## src/stw_defs.vh

```
// Constants of the servo tuning and warning parameter bank.
// Assumes inclusion by bare name from the design files of this folder.
`ifndef STW_DEFS_VH
`define STW_DEFS_VH

// ---------------------------------------------------------------
// Register offsets (each is an object index; its byte address would
// be four times the index).
// ---------------------------------------------------------------
`define STW_IDX_AUTOTUNE_CUST  16'h3632
`define STW_IDX_HYB_GAIN       16'h3634
`define STW_IDX_HYB_FILTER     16'h3635
`define STW_IDX_VIB_THRESHOLD  16'h3637
`define STW_IDX_WARN_MASK      16'h3638
`define STW_IDX_PANEL_SELECT   16'h3700
`define STW_IDX_WARN_STATUS    16'h3639
`define STW_IDX_TUNE_EFFECT    16'h363A

// ---------------------------------------------------------------
// Reset values and limits.
// ---------------------------------------------------------------
`define STW_RST_AUTOTUNE_CUST  16'h0000
`define STW_RST_HYB_GAIN       16'h0000
`define STW_RST_HYB_FILTER     16'h000A
`define STW_RST_VIB_THRESHOLD  16'h0000
`define STW_RST_WARN_MASK      16'h0004
`define STW_RST_PANEL_SELECT   16'h0000
`define STW_MAX_HYB_GAIN       16'h7530
`define STW_MAX_HYB_FILTER     16'h1900
`define STW_MAX_VIB_THRESHOLD  16'h03E8
`define STW_MAX_PANEL_SELECT   16'h7FFF
`define STW_LOAD_LIMIT_PCT     8'h55

// ---------------------------------------------------------------
// Autotuning customization field positions.
// ---------------------------------------------------------------
`define STW_AT_LOAD_EST_LSB    0
`define STW_AT_INERTIA_LSB     2
`define STW_AT_TORQUE_LSB      4
`define STW_AT_RIGID_BIT       7
`define STW_AT_FIXED_BIT       8
`define STW_AT_GAINSW_LSB      9

// ---------------------------------------------------------------
// Warning mask bit positions.
// ---------------------------------------------------------------
`define STW_WB_BATTERY         0
`define STW_WB_LIFE            2
`define STW_WB_ENC_HOT         3
`define STW_WB_ENC_COMM        4
`define STW_WB_REGEN           5
`define STW_WB_FAN             6
`define STW_WB_OVERLOAD        7
`define STW_WB_EXT_ERR         8
`define STW_WB_VIBRATION       9
`define STW_WB_EXT_COMM        10

// ---------------------------------------------------------------
// Timing.
// ---------------------------------------------------------------
`define STW_CLK_HZ             50000000
`define STW_FAN_STOP_MS        1000

`endif

```

## src/stw_cfg_reg.v

```verilog
// One 16-bit configuration word with write clamping to a legal range.
// Assumes a synchronous active-high reset and the shared system clock.
`timescale 1ns/100ps
`default_nettype none

module stw_cfg_reg #(
  parameter [15:0] RESET_VAL = 16'h0000,
  parameter [15:0] MAX_VAL   = 16'hFFFF
) (
  input  wire        sys_clk_i,
  input  wire        rst_i,
  input  wire        wr_i,
  input  wire [15:0] wdata_i,
  output reg  [15:0] value_o
);

  // Values written above the range saturate, so the datapath never sees an illegal setting.
  always @(posedge sys_clk_i) begin
    if (rst_i) begin
      value_o <= RESET_VAL;
    end else if (wr_i) begin
      value_o <= (wdata_i > MAX_VAL) ? MAX_VAL : wdata_i;
    end
  end

endmodule
`default_nettype wire

```

## src/stw_param_bank.v

```verilog
// Servo tuning and warning parameter bank: register file, warning detection and
// the decoded autotuning settings.
// Assumes a bus master that strobes for one cycle and takes read data next cycle.
`timescale 1ns/100ps
`default_nettype none
`include "stw_defs.vh"

module stw_param_bank #(
  parameter integer FAN_STOP_CYCLES = (`STW_CLK_HZ / 1000) * `STW_FAN_STOP_MS,
  parameter [7:0]   ENC_ERR_LIMIT   = 8'h03,
  parameter [7:0]   EXT_ERR_LIMIT   = 8'h03
) (
  input  wire        sys_clk_i,
  input  wire        rst_i,
  input  wire [15:0] addr_i,
  input  wire [15:0] wdata_i,
  input  wire        wr_i,
  input  wire        rd_i,
  output reg  [15:0] rdata_o,
  input  wire        fully_closed_i,
  input  wire [15:0] torque_vib_i,
  input  wire [7:0]  load_ratio_i,
  input  wire [7:0]  regen_ratio_i,
  input  wire        fan_stopped_i,
  input  wire        enc_comm_err_i,
  input  wire        enc_frame_ok_i,
  input  wire        ext_comm_err_i,
  input  wire        ext_frame_ok_i,
  input  wire        ext_enc_warn_i,
  input  wire        enc_overheat_i,
  input  wire        life_low_i,
  input  wire        battery_low_i,
  output reg  [15:0] warn_status_o,
  output reg         warn_any_o,
  output reg  [15:0] hyb_gain_o,
  output reg  [15:0] hyb_filter_o,
  output reg  [14:0] panel_select_o,
  output reg  [1:0]  load_est_o,
  output reg  [1:0]  inertia_upd_o,
  output reg  [2:0]  torque_comp_o,
  output reg         rigid_en_o,
  output reg         fixed_obj_o,
  output reg  [1:0]  gain_switch_o
);

  // ---------------------------------------------------------------
  // Register decode
  // ---------------------------------------------------------------
  function hit;
    input [15:0] a;
    input [15:0] idx;
    begin
      hit = (a == idx);
    end
  endfunction

  wire [15:0] gain_q;
  wire [15:0] filter_q;
  wire [15:0] thresh_q;
  wire [15:0] panel_q;
  reg  [15:0] autotune_q;
  reg  [15:0] mask_q;

  stw_cfg_reg #(.RESET_VAL(`STW_RST_HYB_GAIN), .MAX_VAL(`STW_MAX_HYB_GAIN)) u_gain (
    .sys_clk_i (sys_clk_i),
    .rst_i     (rst_i),
    .wr_i      (wr_i && hit(addr_i, `STW_IDX_HYB_GAIN)),
    .wdata_i   (wdata_i),
    .value_o   (gain_q)
  );

  stw_cfg_reg #(.RESET_VAL(`STW_RST_HYB_FILTER), .MAX_VAL(`STW_MAX_HYB_FILTER)) u_filter (
    .sys_clk_i (sys_clk_i),
    .rst_i     (rst_i),
    .wr_i      (wr_i && hit(addr_i, `STW_IDX_HYB_FILTER)),
    .wdata_i   (wdata_i),
    .value_o   (filter_q)
  );

  stw_cfg_reg #(.RESET_VAL(`STW_RST_VIB_THRESHOLD), .MAX_VAL(`STW_MAX_VIB_THRESHOLD)) u_thresh (
    .sys_clk_i (sys_clk_i),
    .rst_i     (rst_i),
    .wr_i      (wr_i && hit(addr_i, `STW_IDX_VIB_THRESHOLD)),
    .wdata_i   (wdata_i),
    .value_o   (thresh_q)
  );

  stw_cfg_reg #(.RESET_VAL(`STW_RST_PANEL_SELECT), .MAX_VAL(`STW_MAX_PANEL_SELECT)) u_panel (
    .sys_clk_i (sys_clk_i),
    .rst_i     (rst_i),
    .wr_i      (wr_i && hit(addr_i, `STW_IDX_PANEL_SELECT)),
    .wdata_i   (wdata_i),
    .value_o   (panel_q)
  );

  // The autotuning word and the mask take any 16-bit pattern unchanged.
  always @(posedge sys_clk_i) begin
    if (rst_i) begin
      autotune_q <= `STW_RST_AUTOTUNE_CUST;
      mask_q     <= `STW_RST_WARN_MASK;
    end else if (wr_i) begin
      if (hit(addr_i, `STW_IDX_AUTOTUNE_CUST)) begin
        autotune_q <= wdata_i;
      end
      if (hit(addr_i, `STW_IDX_WARN_MASK)) begin
        mask_q <= wdata_i;
      end
    end
  end

  // ---------------------------------------------------------------
  // Condition qualifiers
  // ---------------------------------------------------------------
  // Fan stop timer: the condition must hold without a break for the full second.
  reg  [31:0] fan_cnt_q;
  wire        fan_long = (fan_cnt_q >= FAN_STOP_CYCLES);

  always @(posedge sys_clk_i) begin
    if (rst_i || !fan_stopped_i) begin
      fan_cnt_q <= 32'h0000_0000;
    end else if (!fan_long) begin
      fan_cnt_q <= fan_cnt_q + 32'h0000_0001;
    end
  end

  // Consecutive error counters saturate and restart on any good frame.
  reg [7:0] enc_run_q;
  reg [7:0] ext_run_q;

  function [7:0] run_next;
    input [7:0] cur;
    input       err;
    input       ok;
    begin
      if (ok) begin
        run_next = 8'h00;
      end else if (err && cur != 8'hFF) begin
        run_next = cur + 8'h01;
      end else begin
        run_next = cur;
      end
    end
  endfunction

  always @(posedge sys_clk_i) begin
    if (rst_i) begin
      enc_run_q <= 8'h00;
      ext_run_q <= 8'h00;
    end else begin
      enc_run_q <= run_next(enc_run_q, enc_comm_err_i, enc_frame_ok_i);
      ext_run_q <= run_next(ext_run_q, ext_comm_err_i, ext_frame_ok_i);
    end
  end

  // ---------------------------------------------------------------
  // Warning detection
  // ---------------------------------------------------------------
  reg [15:0] raw_warn;

  always @* begin
    raw_warn                    = 16'h0000;
    raw_warn[`STW_WB_VIBRATION] = (torque_vib_i > thresh_q);
    raw_warn[`STW_WB_OVERLOAD]  = (load_ratio_i >= `STW_LOAD_LIMIT_PCT);
    raw_warn[`STW_WB_REGEN]     = (regen_ratio_i >= `STW_LOAD_LIMIT_PCT);
    raw_warn[`STW_WB_FAN]       = fan_long;
    raw_warn[`STW_WB_ENC_COMM]  = (enc_run_q > ENC_ERR_LIMIT);
    raw_warn[`STW_WB_EXT_COMM]  = (ext_run_q > EXT_ERR_LIMIT);
    raw_warn[`STW_WB_EXT_ERR]   = ext_enc_warn_i;
    raw_warn[`STW_WB_ENC_HOT]   = enc_overheat_i;
    raw_warn[`STW_WB_LIFE]      = life_low_i;
    raw_warn[`STW_WB_BATTERY]   = battery_low_i;
  end

  // Gating before the status flop means a newly masked warning stays visible for one more cycle, until the flop reloads.
  wire [15:0] warn_d = raw_warn & ~mask_q;

  // ---------------------------------------------------------------
  // Outputs and read port
  // ---------------------------------------------------------------
  always @(posedge sys_clk_i) begin
    if (rst_i) begin
      warn_status_o  <= 16'h0000;
      warn_any_o     <= 1'b0;
      hyb_gain_o     <= 16'h0000;
      hyb_filter_o   <= 16'h0000;
      panel_select_o <= 15'h0000;
      load_est_o     <= 2'h0;
      inertia_upd_o  <= 2'h0;
      torque_comp_o  <= 3'h0;
      rigid_en_o     <= 1'b0;
      fixed_obj_o    <= 1'b0;
      gain_switch_o  <= 2'h0;
    end else begin
      warn_status_o  <= warn_d;
      warn_any_o     <= |warn_d;
      // Suppression only acts in fully-closed control; elsewhere the loop sees zero gain.
      hyb_gain_o     <= fully_closed_i ? gain_q : 16'h0000;
      hyb_filter_o   <= filter_q;
      panel_select_o <= panel_q[14:0];
      load_est_o     <= autotune_q[`STW_AT_LOAD_EST_LSB +: 2];
      inertia_upd_o  <= (autotune_q[`STW_AT_LOAD_EST_LSB +: 2] == 2'h0) ? 2'h0
                        : autotune_q[`STW_AT_INERTIA_LSB +: 2];
      torque_comp_o  <= autotune_q[`STW_AT_TORQUE_LSB +: 3];
      rigid_en_o     <= autotune_q[`STW_AT_RIGID_BIT];
      fixed_obj_o    <= autotune_q[`STW_AT_FIXED_BIT];
      gain_switch_o  <= autotune_q[`STW_AT_GAINSW_LSB +: 2];
    end
  end

  // Read data stand for exactly one cycle after the strobe; otherwise zero.
  always @(posedge sys_clk_i) begin
    if (rst_i || !rd_i) begin
      rdata_o <= 16'h0000;
    end else begin
      case (addr_i)
        `STW_IDX_AUTOTUNE_CUST: rdata_o <= autotune_q;
        `STW_IDX_HYB_GAIN:      rdata_o <= gain_q;
        `STW_IDX_HYB_FILTER:    rdata_o <= filter_q;
        `STW_IDX_VIB_THRESHOLD: rdata_o <= thresh_q;
        `STW_IDX_WARN_MASK:     rdata_o <= mask_q;
        `STW_IDX_PANEL_SELECT:  rdata_o <= panel_q;
        `STW_IDX_WARN_STATUS:   rdata_o <= warn_status_o;
        `STW_IDX_TUNE_EFFECT:   rdata_o <= {5'h00, gain_switch_o, fixed_obj_o, rigid_en_o,
                                            torque_comp_o, inertia_upd_o, load_est_o};
        default:                rdata_o <= 16'h0000;
      endcase
    end
  end

endmodule
`default_nettype wire

```

## config.mk

```make
export PLATFORM = sky130hd
export DESIGN_NAME = stw_param_bank
export DESIGN_NICKNAME = d
export VERILOG_FILES = /design/src/stw_cfg_reg.v /design/src/stw_param_bank.v
export VERILOG_INCLUDE_DIRS = /design/src
export SDC_FILE = /design/constraint.sdc
export NUM_CORES = 1
export LEC_CHECK = 0
export ABC_AREA = 1
export CORE_MARGIN = 4
export CORE_UTILIZATION = 48
export DETAILED_ROUTE_END_ITERATION = 10
export DONT_BUFFER_PORTS = 1
export MAX_ROUTING_LAYER = met4
export PLACE_DENSITY = 0.62
export SETUP_SLACK_MARGIN = 0.4
export SLEW_MARGIN = 10
export SYNTH_ARGS = -nofsm -noshare
export SYNTH_HDL_FRONTEND = slang
export SYNTH_SLANG_ARGS = --single-unit
```

## constraint.sdc

```tcl
create_clock -name sys_clk_i -period 3.7 [get_ports sys_clk_i]
set_clock_uncertainty 0.2 [all_clocks]
set_input_delay 0.74 -clock sys_clk_i [delete_from_list [all_inputs] [get_ports sys_clk_i]]
set_output_delay 0.74 -clock sys_clk_i [all_outputs]
set_load 0.02 [all_outputs]
```

**Word level (Yosys, flattened, before mapping)**

Index checks and enable logic that the tools add are counted.

- Bits of input ports: 78
- Register bits after elaboration: 235

- Equality and inequality tests: 10
- Reductions and logical operators: 18
- Bitwise operators: 3
- Mux-type cells: 5
- Order comparisons: 10
- Add/subtract/negate cells: 3

Operators by type and width:

| cell | count |
|---|---|
| 16-bit by 14-bit == test with 1-bit output, second input constant | 8 |
| 16-bit one-hot mux with 8 select lines | 1 |
| 16-bit two-way mux | 4 |
| 32-bit by 1-bit adder with 32-bit output, second input constant | 1 |
| 32-bit by 26-bit >= comparator with 1-bit output, second input constant | 1 |
| 16-bit by 15-bit greater-than comparator with 1-bit output, second input constant | 2 |
| 8-bit by 1-bit adder with 8-bit output, second input constant | 2 |
| 11-bit by 16-bit bitwise AND with 16-bit output | 1 |
| 8-bit by 7-bit >= comparator with 1-bit output, second input constant | 2 |
| 16-bit by 10-bit greater-than comparator with 1-bit output, second input constant | 1 |
| 16-bit by 13-bit greater-than comparator with 1-bit output, second input constant | 1 |
| 16-bit greater-than comparator | 1 |
| 8-bit by 2-bit greater-than comparator with 1-bit output, second input constant | 2 |
| 8-bit inequality test, second input constant | 2 |
| 16-bit inverter | 1 |
| 16-bit OR reduction | 1 |
| 2-bit OR reduction | 4 |
| 1-bit logical AND | 6 |
| 2-bit AND reduction | 2 |
| 1-bit zero test | 2 |
| 2-bit zero test | 1 |
| 1-bit logical OR | 2 |
| 1-bit inverter | 1 |

**Depth between registers and ports, before layout**

- Word-level depth: 3
- Mapped depth: 12
- Gate-level depth less buffers: 11

**Hierarchy**

Synthesis repeated with hierarchy kept, for this count alone.

- Cell total of the unflattened synthesis: 1592
- Area total of the unflattened synthesis: 11064.4 um2

By module, submodules not included:

| module | instances | cells each | area an instance (um2) |
|---|---|---|---|
| stw_param_bank | 1 | 1215 | 8373.0 |
| stw_cfg_reg (u_panel) | 1 | 98 | 685.7 |
| stw_cfg_reg (u_gain) | 1 | 93 | 683.2 |
| stw_cfg_reg (u_filter) | 1 | 94 | 681.9 |
| stw_cfg_reg (u_thresh) | 1 | 92 | 640.6 |

**Worst setup path before layout**

Ideal clock, no wire load.

- Path type: input to register
- Start: input addr_i[10]
- End: register autotune_q[10]
- Stages: 9
- Arrival time: 1792 ps
- Data required time: 3381 ps
- Path buffers: 2
- Setup time: 119 ps
- Path slack: 1589 ps
- Cell sequence: inv_1 > nor2_1 > nand2_1 > nor2_2 > buf_6 > nand4_1 > buf_2 > o21ai_0 > a21oi_1

- Cells in the longest elaborated chain, start to end: 2

Ends and longest elaborated chain:

| item | RTL line | text |
|---|---|---|
| from (decl) | stw_param_bank.v:15 | `input wire [15:0] addr_i,` |
| 16-bit by 14-bit == test with 1-bit output | stw_param_bank.v:53 | `hit = (a == idx);` |
| 2-bit AND reduction (no line) | -- |  |
| to (signal assigned) | stw_param_bank.v:99 | `` autotune_q <= `STW_RST_AUTOTUNE_CUST; `` |
| to (signal assigned) | stw_param_bank.v:103 | `autotune_q <= wdata_i;` |
| to (decl) | stw_param_bank.v:61 | `reg [15:0] autotune_q;` |

No other way between the ends.
A chain may end at the register's enable or synchronous reset.

**Final worst setup path**

- Start: input addr_i[10]
- End: register u_thresh.value_o[8]

- Cells in the longest elaborated chain, start to end: 2

Ends and longest elaborated chain:

| item | RTL line | text |
|---|---|---|
| 16-bit by 14-bit == test with 1-bit output | stw_param_bank.v:53 |  |
| 1-bit logical AND | stw_param_bank.v:83 | `` .wr_i (wr_i && hit(addr_i, `STW_IDX_VIB_THRESHOLD)), `` |
| to (signal assigned) | stw_cfg_reg.v:22 | `value_o <= (wdata_i > MAX_VAL) ? MAX_VAL : wdata_i;` |
| to (decl) | stw_cfg_reg.v:14 | `output reg [15:0] value_o` |

No other way between the ends.

==> results.toml <==
[sta]
maxSlewViolCount = 0
setup_viol = 0
min_period_ps = 2474
grt_setup_unrepaired = "false"
hold_viol = 0
tightest_slew_ps = 776.2
period_share = 0.6686
fin_tns_setup_ps = 0
fmax_ghz = 0.4043
max-slew-margin-rel = 0.4806

[job]
maxCapViolations = 0

[global_routing]
antenna_found_initial = 1
grt_pass1_vias = 8545
grt_pass1_wl_mm = 49.02
overflow = 0
grt_use_total = 0.2688
grt_start_max_net_pins = 73

[power]
seqPwrFrac = 0.490
power.total_mw = 5.081
power_frac_comb = 0.030
p_sw_mw = 1.131
static-leakage-power_nw = 4.376
swShare = 0.2225
peakVddDrop_uv = 346.6
clkPwrFrac = 0.480
p_int_mw = 3.951
powerDensity_nw_per_um2 = 452.4

[cells_and_area]
layout.nets = 1529
areaGrowthSynthToFinish_pct = 9.397
drive_gt1_frac = 0.05939
fin_util = 0.5343
final_common_cell = "nand2_1"
mostFrequentLayoutCells = "nand2_1 (265), nor2_1 (230), dfxtp_1 (229)"

[yosys]
synth-simple-area-share = 0.2991
postSynthCellCount = 1446
muxShareOfSynthArea = 0
synthAdderAreaFrac = 0.02438
synth_area_sq_um = 10270
yosys.area.top_type = "dfxtp_1"
yosysWarnings = 0
synth_top_family_by_area = "simple AND/OR/NAND/NOR gates"
synth_area_per_cell_sq_um = 7.100
ys_seq_area_frac = 0.4466
yosys.cell_types.count = 40
yosys_register_bits = 229
netlist.area_leader.share = 0.4466
yosys-top-cells-area = "dfxtp_1 (45%), nand2_1 (9.7%), nor2_1 (8.4%)"
synth_compound_area_frac = 0.1152
synthXorXnorAreaFrac = 0.01280

[clocking]
cts_made_buffers = 25
cts_buffer_depth = 3
post_cts.repair.setup_buffers = 0
cts.clk_slew.worst_paths_ps = 60
cts_resized = 0
clockRootBuffer = "clkbuf_16"
cts_tree = "yes"
clock_sinks = 229
htreeDepth = 1
insertion_delay_ps = 530
cts.hold.buffers_added = 0

[floorplanning]
ioPinCount = 169
start_util = 0.4884
die_x_microns = 154.2
fp.dieH_microns = 154.2
fp-row-count = 53
coreArea_sq_um = 21020
dieArea_sq_um = 23790

[placement]
port_buffers = 0
hpwl_mm = 23.95
globalplace.congestion = 0.9329

[setup_path]
path_class = "input pin to flop"
required_ps = 3920
arrival_ps = 2700
critPathLaunchType = "input pin"
cp_max_fo = 21
endpoint_kind = "flop"

[detailed_routing]
wl_per_cell_microns = 18.74
vias = 9376
wl_mm = 32.33
drt-initial-drc-count = 890
via_per_inst = 5.435
dr.pass1.iters = 7
ant_nets = 0
drc = 0

[min_path]
min_path_type = "input pin to flop"

[run_status]
status = "completed"
==> cell usage after synthesis <==
| cell | instances |
|---|---|
| a21boi_1 | 1 |
| nor2_4 | 4 |
| clkinv_1 | 2 |
| nor3_2 | 3 |
| o21ai_0 | 91 |
| clkbuf_1 | 28 |
| a22oi_1 | 2 |
| nand4_1 | 41 |
| o21a_1 | 2 |
| or2_2 | 1 |
| nor2_1 | 231 |
| conb_1 | 1 |
| nor2_2 | 11 |
| nand3_2 | 4 |
| a31oi_1 | 25 |
| o22ai_1 | 1 |
| nand3_4 | 2 |
| o21bai_1 | 2 |
| xnor2_1 | 5 |
| nand3_1 | 93 |
| inv_2 | 3 |
| nor3b_1 | 1 |
| ha_1 | 20 |
| nor4_1 | 3 |
| dfxtp_1 | 229 |
| a21oi_1 | 90 |
| xor2_1 | 10 |
| nor3_1 | 39 |
| buf_4 | 12 |
| nand2_4 | 1 |
| buf_6 | 2 |
| buf_2 | 17 |
| nand2_2 | 1 |
| nand3b_1 | 3 |
| clkbuf_2 | 1 |
| o22a_1 | 1 |
| inv_1 | 189 |
| nand2_1 | 265 |
| buf_1 | 2 |
| o211ai_1 | 7 |
==> worst paths after layout <==
| kind | startpoint | cells after the start | slack, ps | endpoint |
|---|---|---|---|---|
| worst max register to register | fan_cnt_q[0] | 9 | 1690 | fan_cnt_q[17] |
| worst min-delay path | rst_i | 1 | 80 | hyb_filter_o[15] |
| worst max-delay path | addr_i[10] | 10 | 1230 | u_thresh.value_o[8] |
| worst min register to register | fan_cnt_q[31] | 2 | 230 | fan_cnt_q[31] |
==> per-stage QoR <==
| step | instances | worst slack, ps | area [sq um] | hold slack (ps) |
|---|---|---|---|---|
| floorplan | 1451 | 1589 | 10280 | 213.2 |
| global placement | 1679 | 793.3 | 10430 | 223.0 |
| detailed placement | 1679 | 755.2 | 10430 | 226.6 |
| CTS | 1723 | 1306 | 11230 | 61.91 |
| global route | 1724 | 1051 | 11230 | 75.79 |
| finish | 1725 | 1226 | 11230 | 78.87 |
==> flip-flops by register name (all words and copies together), names as in the netlist <==
name	cells
u_gain.value_o	16
u_filter.value_o	16
ext_run_q	8
load_est_o	2
enc_run_q	8
u_panel.value_o	16
warn_status_o	10
panel_select_o	15
torque_comp_o	3
warn_any_o	1
hyb_gain_o	16
fixed_obj_o	1
u_thresh.value_o	16
inertia_upd_o	2
hyb_filter_o	16
gain_switch_o	2
fan_cnt_q	32
rigid_en_o	1
autotune_q	16
rdata_o	16
mask_q	16
==> critical path, cell delays in order <==
cell and delay [ps]:
inv_1 20, nor2_1 180, nand2_1 90, nor2_2 440, nand3_1 390, nor2_1 190
buf_4 250, inv_1 140, nor3_1 200, nor2_1 60
==> logic make-up after synthesis <==
| kind of cell | Yosys count |
|---|---|
| buffers and inverters | 256 |
| adder cells (fa/ha/maj) | 20 |
| AO/OA/AOI/OAI | 222 |
| AND/OR/NAND/NOR | 703 |
| other | 1 |
| flip-flops | 229 |
| XOR/XNOR | 15 |
==> metal layers <==
layer	global-route usage	wire length, microns
met4	0.07611	970
met1	0.3902	14430
met3	0.05764	3570
met5	-	0
met2	0.3777	13360
==> power groups by stage <==
stage                     Combinational (mW)  Sequential (mW)  Clock, mW
after floorplan                        0.125             2.54          0
after global placement                 0.148             2.55          0
after detailed placement               0.149             2.55          0
after CTS                              0.149             2.49       2.48
after global routing                   0.171             2.49       2.57
final                                  0.153             2.49       2.44
==> layout make-up <==
type / count / area (sq um)
Inverter: 194 / 728.2
Clock inverter: 11 / 111.4
Clock buffer: 33 / 685.7
Multi-Input combinational cell: 966 / 4659
Tap cell: 275 / 344.1
Fill cell: 2071 / 9791
Antenna cell: 2 / 5.005
Sequential cell: 229 / 4584
Timing Repair Buffer: 15 / 112.6
No activity file was read; power rests on OpenSTA's default activity.
